==> config.mk <==
export PLATFORM = sky130hd
export DESIGN_NAME = irq_redirect_regs
export DESIGN_NICKNAME = d
export VERILOG_FILES = /design/src/rtl/irq_redirect_pkg.sv /design/src/rtl/irq_input_sync.sv /design/src/rtl/irq_redirect_regs.sv
export SDC_FILE = /design/constraint.sdc
export NUM_CORES = 2
export LEC_CHECK = 0
export BUFFER_PORTS_ARGS = -buffer_cell sky130_fd_sc_hd__buf_4
export CORE_ASPECT_RATIO = 1.4
export CORE_UTILIZATION = 44
export CTS_BUF_LIST = sky130_fd_sc_hd__clkbuf_8
export CTS_CLUSTER_DIAMETER = 200
export DETAILED_ROUTE_END_ITERATION = 8
export SLEW_MARGIN = 15
export SYNTH_ARGS = -nofsm -noshare
export SYNTH_HDL_FRONTEND = slang
export SYNTH_SLANG_ARGS = --single-unit
==> constraint.sdc <==
create_clock -name ref_clk_i -period 11 [get_ports ref_clk_i]
set_clock_uncertainty 0.15 [all_clocks]
set_input_delay 1.1 -clock ref_clk_i [delete_from_list [all_inputs] [get_ports ref_clk_i]]
set_output_delay 1.1 -clock ref_clk_i [all_outputs]
set_load 0.02 [all_outputs]
==> src/rtl/irq_redirect_pkg.sv <==
// package for the interrupt redirection register block
package irq_redirect_pkg;
    localparam int NUM_INPUTS = 24;
    localparam logic [7:0] IDX_CONTROLLER_NUMBER = 8'h00;
    localparam logic [7:0] IDX_CONTROLLER_VERSION = 8'h01;
    localparam logic [7:0] IDX_ENTRY_FIRST = 8'h10;
    localparam logic [7:0] IDX_ENTRY_LAST = 8'h3F;
    localparam logic [7:0] HIGHEST_ENTRY_INDEX = 8'h17;
    // implementation version code: arbitrary value
    localparam logic [7:0] VERSION_CODE = 8'h5A;
    localparam logic [31:0] REG_ZERO = 32'h0000_0000;
    localparam logic [31:0] FIXED_WINDOW_BASE = 32'hFEE0_0000;
    // window register addresses (memory-space offsets of the three access registers)
    localparam logic [7:0] ADDR_SELECT_POINTER = 8'h00;
    localparam logic [7:0] ADDR_DATA_WINDOW = 8'h10;
    localparam logic [7:0] ADDR_END_OF_INTERRUPT = 8'h40;
    // delivery type encodings
    localparam logic [2:0] DLV_FIXED = 3'b000;
    localparam logic [2:0] DLV_LOWEST = 3'b001;
    localparam logic [2:0] DLV_SYS_MGMT = 3'b010;
    localparam logic [2:0] DLV_NON_MASKABLE = 3'b100;
    localparam logic [2:0] DLV_INIT = 3'b101;
    localparam logic [2:0] DLV_EXTERNAL = 3'b111;

    typedef struct packed {
        logic [7:0] target_core_id;
        logic [7:0] target_core_id_ext;
        logic entry_inhibit;
        logic trigger_level_select;
        logic level_inflight_flag;
        logic input_active_low;
        logic delivery_pending;
        logic destination_addressing;
        logic [2:0] delivery_type;
        logic [7:0] interrupt_vector;
    } routing_entry_t;

    localparam routing_entry_t ENTRY_RESET = '{entry_inhibit: 1'b1, default: '0};

    typedef struct packed {
        logic valid;
        logic [31:0] addr;
        logic [31:0] data;
    } msg_write_t;

    function automatic logic [31:0] pack_low(input routing_entry_t e);
        pack_low = {15'h0000, e.entry_inhibit, e.trigger_level_select, e.level_inflight_flag,
                    e.input_active_low, e.delivery_pending, e.destination_addressing,
                    e.delivery_type, e.interrupt_vector};
    endfunction

    function automatic logic no_inflight_type(input logic [2:0] t);
        no_inflight_type = (t == DLV_SYS_MGMT) || (t == DLV_NON_MASKABLE) ||
                           (t == DLV_INIT) || (t == DLV_EXTERNAL);
    endfunction
endpackage

==> src/rtl/irq_input_sync.sv <==
// two-flop synchroniser and active-level detector for the interrupt inputs
`timescale 1ns/1ps
module irq_input_sync (
    // clock and reset
    input wire logic ref_clk_i,
    input wire logic reset_i,
    // raw inputs and polarity
    input wire logic [23:0] irq_pin_i,
    input wire logic [23:0] active_low_i,
    // detected activity
    output logic [23:0] level_o,
    output logic [23:0] rise_o
);
    typedef struct packed {
        logic [23:0] meta;
        logic [23:0] sync;
        logic [23:0] last;
    } sync_state_t;

    sync_state_t st;
    sync_state_t next_st;

    always_comb begin
        next_st = st;
        next_st.meta = irq_pin_i;
        next_st.sync = st.meta;
        next_st.last = st.sync ^ active_low_i;
    end

    always_ff @(posedge ref_clk_i) begin
        if (reset_i) begin
            st <= '0;
        end else begin
            st <= next_st;
        end
    end

    // polarity applied after synchronising, so a polarity change can show as one edge
    assign level_o = st.sync ^ active_low_i;
    assign rise_o = level_o & ~st.last;
endmodule

==> src/rtl/irq_redirect_regs.sv <==
// interrupt redirection controller: index/window registers, routing entries, message writer
//
// Functional notes
// index 0 holds 4-bit controller number, bits 27:24
// bit 15 scratch, bit 14 ignored, rest zero
// version register index 1, read-only
// version bits 23:16 give highest entry 17h
// version bit 15 reads zero
// version bits 7:0 fixed version code
// 24 entries, two halves at 10h-3Fh
// target ids in 63:48, 47:17 read zero
// inhibit resets set, blocks delivery and pending
// unmasked entry delivers on configured edge/level
// bit 15 selects edge or level detection
// in-flight flag set on level message send
// matching end-of-interrupt clears in-flight flag
// no in-flight for smi, nmi, init, external
// bit 13 sets input polarity active low
// bit 12 read-only pending, not yet delivered
// destination addressing bit carried in message
// bits 10:8 select delivery type
// software keeps vector within 10h to FEh
// end-of-interrupt clears all matching entries
// index selects register seen in data window
// message is 32-bit write to target
// in-flight level entry waits for end-of-interrupt
`timescale 1ns/1ps
module irq_redirect_regs (
    // clock and reset
    input wire logic ref_clk_i,
    input wire logic reset_i,
    // memory-space register access
    input wire logic reg_wr_i,
    input wire logic reg_rd_i,
    input wire logic [7:0] reg_addr_i,
    input wire logic [31:0] reg_wdata_i,
    output logic [31:0] reg_rdata_o,
    output logic reg_rvalid_o,
    // interrupt inputs
    input wire logic [23:0] irq_pin_i,
    // message write to local controllers
    output irq_redirect_pkg::msg_write_t msg_o,
    input wire logic msg_ready_i
);
    localparam int N = irq_redirect_pkg::NUM_INPUTS;

    typedef struct packed {
        logic [7:0] select_pointer;
        logic [3:0] controller_number_field;
        logic scratch;
        irq_redirect_pkg::routing_entry_t [N-1:0] entry;
        logic [23:0] edge_seen;
        logic [4:0] rr_ptr;
        logic [31:0] rdata;
        logic rvalid;
        irq_redirect_pkg::msg_write_t msg;
        logic [4:0] msg_src;
    } regs_state_t;

    regs_state_t st;
    regs_state_t next_st;
    logic [23:0] active_low;
    logic [23:0] level_active;
    logic [23:0] rise;

    always_comb begin
        for (int i = 0; i < N; i++) begin
            active_low[i] = st.entry[i].input_active_low;
        end
    end

    irq_input_sync u_sync (
        .ref_clk_i(ref_clk_i),
        .reset_i(reset_i),
        .irq_pin_i(irq_pin_i),
        .active_low_i(active_low),
        .level_o(level_active),
        .rise_o(rise)
    );

    function automatic logic [31:0] window_read(input regs_state_t s);
        logic [5:0] rel;
        logic [4:0] ei;
        window_read = irq_redirect_pkg::REG_ZERO;
        rel = 6'(s.select_pointer - irq_redirect_pkg::IDX_ENTRY_FIRST);
        ei = rel[5:1];
        if (s.select_pointer == irq_redirect_pkg::IDX_CONTROLLER_NUMBER) begin
            window_read = {4'h0, s.controller_number_field, 8'h00, s.scratch, 15'h0000};
        end else if (s.select_pointer == irq_redirect_pkg::IDX_CONTROLLER_VERSION) begin
            window_read = {8'h00, irq_redirect_pkg::HIGHEST_ENTRY_INDEX, 1'b0, 7'h00,
                           irq_redirect_pkg::VERSION_CODE};
        end else if (s.select_pointer >= irq_redirect_pkg::IDX_ENTRY_FIRST &&
                     s.select_pointer <= irq_redirect_pkg::IDX_ENTRY_LAST) begin
            if (rel[0]) begin
                window_read = {s.entry[ei].target_core_id, s.entry[ei].target_core_id_ext, 16'h0000};
            end else begin
                window_read = irq_redirect_pkg::pack_low(s.entry[ei]);
            end
        end
    endfunction

    always_comb begin
        logic [5:0] rel;
        logic [4:0] ei;
        logic win_wr;
        logic eoi_wr;
        logic [23:0] want;
        logic found;
        logic [4:0] pick;
        rel = '0;
        ei = '0;
        win_wr = reg_wr_i && (reg_addr_i == irq_redirect_pkg::ADDR_DATA_WINDOW);
        eoi_wr = reg_wr_i && (reg_addr_i == irq_redirect_pkg::ADDR_END_OF_INTERRUPT);
        want = '0;
        found = 1'b0;
        pick = '0;
        next_st = st;
        next_st.rvalid = reg_rd_i;
        next_st.rdata = irq_redirect_pkg::REG_ZERO;

        // register reads
        if (reg_rd_i) begin
            if (reg_addr_i == irq_redirect_pkg::ADDR_SELECT_POINTER) begin
                next_st.rdata = {24'h00_0000, st.select_pointer};
            end else if (reg_addr_i == irq_redirect_pkg::ADDR_DATA_WINDOW) begin
                next_st.rdata = window_read(st);
            end
        end

        // edge capture: inhibited entries remember nothing
        for (int i = 0; i < N; i++) begin
            if (st.entry[i].entry_inhibit) begin
                next_st.edge_seen[i] = 1'b0;
            end else if (!st.entry[i].trigger_level_select && rise[i]) begin
                next_st.edge_seen[i] = 1'b1;
            end
        end

        // register writes
        if (reg_wr_i && reg_addr_i == irq_redirect_pkg::ADDR_SELECT_POINTER) begin
            next_st.select_pointer = reg_wdata_i[7:0];
        end
        if (win_wr) begin
            rel = 6'(st.select_pointer - irq_redirect_pkg::IDX_ENTRY_FIRST);
            ei = rel[5:1];
            if (st.select_pointer == irq_redirect_pkg::IDX_CONTROLLER_NUMBER) begin
                next_st.controller_number_field = reg_wdata_i[27:24];
                next_st.scratch = reg_wdata_i[15];
            end else if (st.select_pointer >= irq_redirect_pkg::IDX_ENTRY_FIRST &&
                         st.select_pointer <= irq_redirect_pkg::IDX_ENTRY_LAST) begin
                if (rel[0]) begin
                    next_st.entry[ei].target_core_id = reg_wdata_i[31:24];
                    next_st.entry[ei].target_core_id_ext = reg_wdata_i[23:16];
                end else begin
                    // pending and in-flight are hardware-owned; writes leave them alone
                    next_st.entry[ei].entry_inhibit = reg_wdata_i[16];
                    next_st.entry[ei].trigger_level_select = reg_wdata_i[15];
                    next_st.entry[ei].input_active_low = reg_wdata_i[13];
                    next_st.entry[ei].destination_addressing = reg_wdata_i[11];
                    next_st.entry[ei].delivery_type = reg_wdata_i[10:8];
                    next_st.entry[ei].interrupt_vector = reg_wdata_i[7:0];
                end
            end
        end

        // end-of-interrupt clears every matching entry
        if (eoi_wr) begin
            for (int i = 0; i < N; i++) begin
                if (st.entry[i].interrupt_vector == reg_wdata_i[7:0]) begin
                    next_st.entry[i].level_inflight_flag = 1'b0;
                end
            end
        end

        // pending status per entry
        for (int i = 0; i < N; i++) begin
            if (st.entry[i].trigger_level_select) begin
                want[i] = level_active[i] && !st.entry[i].level_inflight_flag;
            end else begin
                want[i] = st.edge_seen[i];
            end
            want[i] = want[i] && !st.entry[i].entry_inhibit;
            next_st.entry[i].delivery_pending = want[i];
        end

        // message handshake
        if (st.msg.valid && msg_ready_i) begin
            next_st.msg.valid = 1'b0;
        end
        if (!st.msg.valid || msg_ready_i) begin
            for (int k = 0; k < N; k++) begin
                if (!found && want[5'((32'(st.rr_ptr) + k) % N)]) begin
                    found = 1'b1;
                    pick = 5'((32'(st.rr_ptr) + k) % N);
                end
            end
            if (found) begin
                next_st.msg.valid = 1'b1;
                // address carries target ids and addressing mode, data carries type and vector
                next_st.msg.addr = irq_redirect_pkg::FIXED_WINDOW_BASE |
                                   {12'h000, st.entry[pick].target_core_id, st.entry[pick].target_core_id_ext,
                                    1'b0, st.entry[pick].destination_addressing, 2'b00};
                next_st.msg.data = {16'h0000, st.entry[pick].trigger_level_select, 4'h0,
                                    st.entry[pick].delivery_type, st.entry[pick].interrupt_vector};
                next_st.msg_src = pick;
                next_st.rr_ptr = (pick == 5'(N - 1)) ? 5'd0 : pick + 5'd1;
                next_st.entry[pick].delivery_pending = 1'b0;
                if (!st.entry[pick].trigger_level_select) begin
                    next_st.edge_seen[pick] = rise[pick];
                end else if (!irq_redirect_pkg::no_inflight_type(st.entry[pick].delivery_type)) begin
                    next_st.entry[pick].level_inflight_flag = 1'b1;
                end
            end
        end
    end

    always_ff @(posedge ref_clk_i) begin
        if (reset_i) begin
            st <= '0;
            for (int i = 0; i < N; i++) begin
                st.entry[i] <= irq_redirect_pkg::ENTRY_RESET;
            end
        end else begin
            st <= next_st;
        end
    end

    assign reg_rdata_o = st.rdata;
    assign reg_rvalid_o = st.rvalid;
    assign msg_o = st.msg;
endmodule
==> results.md <==
* Outcome: completed
* Post-Syn Instances at about 7500
* First-pass DRT Iterations at 6
* CTS tree: done
* R2R Path End: msg_o[43]$_SDFFE_PP0P_
* Ranking of synthesized cells by area: dfxtp_1, nand2_1, mux4_2
* Ys Warns at 0
* Final worst-path cycle share at 0.849
* Worst-Margin Slew at ~1.4 ns
* Initial core utilization at 0.445
* Reg2reg path depth at 25
* Die ar. at 0.133 mm²
* Post-layout util at 0.481
* Slew Viols, Final at 0
* Clock latency on the worst-skew pair at 0.94 ns
* Hold_buf cts at 0
* Nets at between 7000 and 8000
* Layout area overhead at 7.97%
* Core box area at ~0.13 mm²
* RSZ-0062 raised after global routing: no
* Clock buffer depth at 3
* Setup Viol. Count Final at 0
* Post-CTS Setup Repair Bufs at 0
* CTS root buf: clkbuf_8
* CP Launch Point: st[105]$_SDFFE_PP0P_
* Post-CTS sizing at 0
* Final Hold Vio Count at 0
* Seq cells post-synth at 970
* Die Y at around 430 µm
* Overall routing resource usage at 0.380
* Total I/O pin count at about 170
* Global-route wire length before repair at ~370000 µm
* Max-capacitance violation count at 0
* WP data required at ~12 ns
* CP max stage cell: o32ai_2
* Slowest stage delay, CP at a little over 0.7 ns
* Layout cells sized above 1 at 0.126
* Ys flop type: dfxtp_1
* Final wirelength at 258000 µm
* Per-cell routed wire length at ~28 µm
* Min Tclk post-route at approximately 9.3 ns
* Routed vias/inst at between 6 and 7
* Row Count at ~160
* Worst slew margin at 0.0540
* Synth top area share at 0.336
* Min-delay src: irq_pin_i[5]
* DRT iter0 DRCs at ~6300
* Most instantiated cells after synthesis: nand2_1, dfxtp_1, a21oi_1, nor2_1, clkbuf_1
* Hold Path Depth at 2
* CP Capture Type: flop
* Syn Area/Cell at 7.66 µm²
* Clock Pin Slew Worst Setup and Hold Paths at about 0.070 ns
* CTS Buf Count at 161
* Drt drc at 0
* Post-route ant nets at 0
* Worst-path maximum fanout at between 100 and 150
* Total gr overflow at 0
* Post-DP HPWL at roughly 170000 µm
* Die Wd at approximately 310 µm
* Min-Delay Path Class: input pin to flop
* Number of flops mapped to enable cells by yosys at 0
* Clock sink total at 970
* I/O Buffers at between 100 and 150
* Area leader, netlist: dfxtp_1
* H-tree level count at 4
* Vias in the first global route at 53400
* Gpl congestion at 1.05
* Setup TNS at 0 ns
* Synth unique cells at 120
* Fmax achieved at roughly 110 MHz
* Sequential share of the synthesized area at 0.336
* Post-synth ARST share at 0
* Crit start category: flop
* Netlist Area Pre-Place at around 0.058 mm²
* R2R setup slack at 1.66 ns
* Largest net degree at the start of global routing at about 220
* Most frequent cell after synthesis: nand2_1
* Worst Hold End: u_sync.next_st[29]$_SDFF_PP0_
* Initial antenna violation count at 16
* Worst endpoint data arrival time at around 10 ns
* R2r startpoint: st[105]$_SDFFE_PP0P_
* Kind of critical path: flop to flop
* Via count at 57300
stage by stage:
stage / cell area [µm²] / hold WS (ns) / std cells / setup WS, ns
2_1_floorplan: 57800 / 0.264 / 7557 / 3.54
3_3_place_gp: 59000 / 0.285 / 8857 / 1.96
3_5_place_dp: 59000 / 0.279 / 8857 / 1.94
4_1_cts: 62300 / 0.201 / 9146 / 1.87
5_1_grt: 62300 / 0.213 / 9147 / 1.25
6_report: 62300 / 0.250 / 9152 / 1.66
worst max-delay path: cells and delay by family, from the launching register on:
family | cells | cell delay (ns)
AOI/OAI and AO/OA | 10 | 3.06
adders and majority gates | 2 | 0.96
buffers and inverters | 4 | 1.80
DFF | 1 | 0.62
and+or+nand+nor | 9 | 2.32
logic make-up after synthesis:
logic type                 after synthesis  synth area share
buffers and inverters                  789            0.0627
AOI/OAI and AO/OA                     1629             0.178
xor gates and xnor gates               264            0.0417
muxes                                  347             0.112
DFF                                    970             0.336
other                                    1         0.0000650
adders and majority gates               51            0.0111
and+or+nand+nor                       3482             0.257
worst max-delay path by stage:
stage                                        end  slack [ns]  cells after the start
after floorplan               st[131]$_SDFF_PP0_        3.54                     31
after CTS                 msg_o[15]$_SDFFE_PP0P_        1.87                     26
final                     msg_o[43]$_SDFFE_PP0P_        1.66                     25
after detailed placement  msg_o[15]$_SDFFE_PP0P_        1.94                     26
after global placement    msg_o[15]$_SDFFE_PP0P_        1.96                     26
after global routing      msg_o[37]$_SDFFE_PP0P_        1.25                     27
area by class of cell:
type	instances	area (µm²)
timing repair buffer	284	2280
sequential	970	19400
inverter	67	268
multi-input combinational	5798	34900
clock buffer	203	2790
clock inverter	86	469
tap	1738	2170
fill	12900	67300
antenna	6	15.0
cell usage in the layout (no fill, tap or decap), types with 41 or more instances in the layout:
master	count
o221ai_1	41
nor3_1	112
nor2_1	486
a21oi_1	816
nand4_1	58
nand2_1	2205
and3_1	82
mux2i_1	69
buf_4	272
xnor2_1	241
nor2b_1	82
o22ai_1	74
a22oi_1	47
inv_1	114
dfxtp_1	964
ha_1	50
nand3_1	223
a31oi_1	75
clkbuf_8	203
o21ai_0	168
mux4_2	235
layer usage:
layer,wire [µm],track usage,vias to the layer above
li1,-,-,25700
met1,87000,0.410,27400
met2,119000,0.606,3204
met3,21100,0.0751,1044
met4,30700,0.394,12
met5,89,0,-
Power is left out: the tool's default activity adds up to more than one toggle a clock period on the data nets, which glitch-free logic cannot reach.
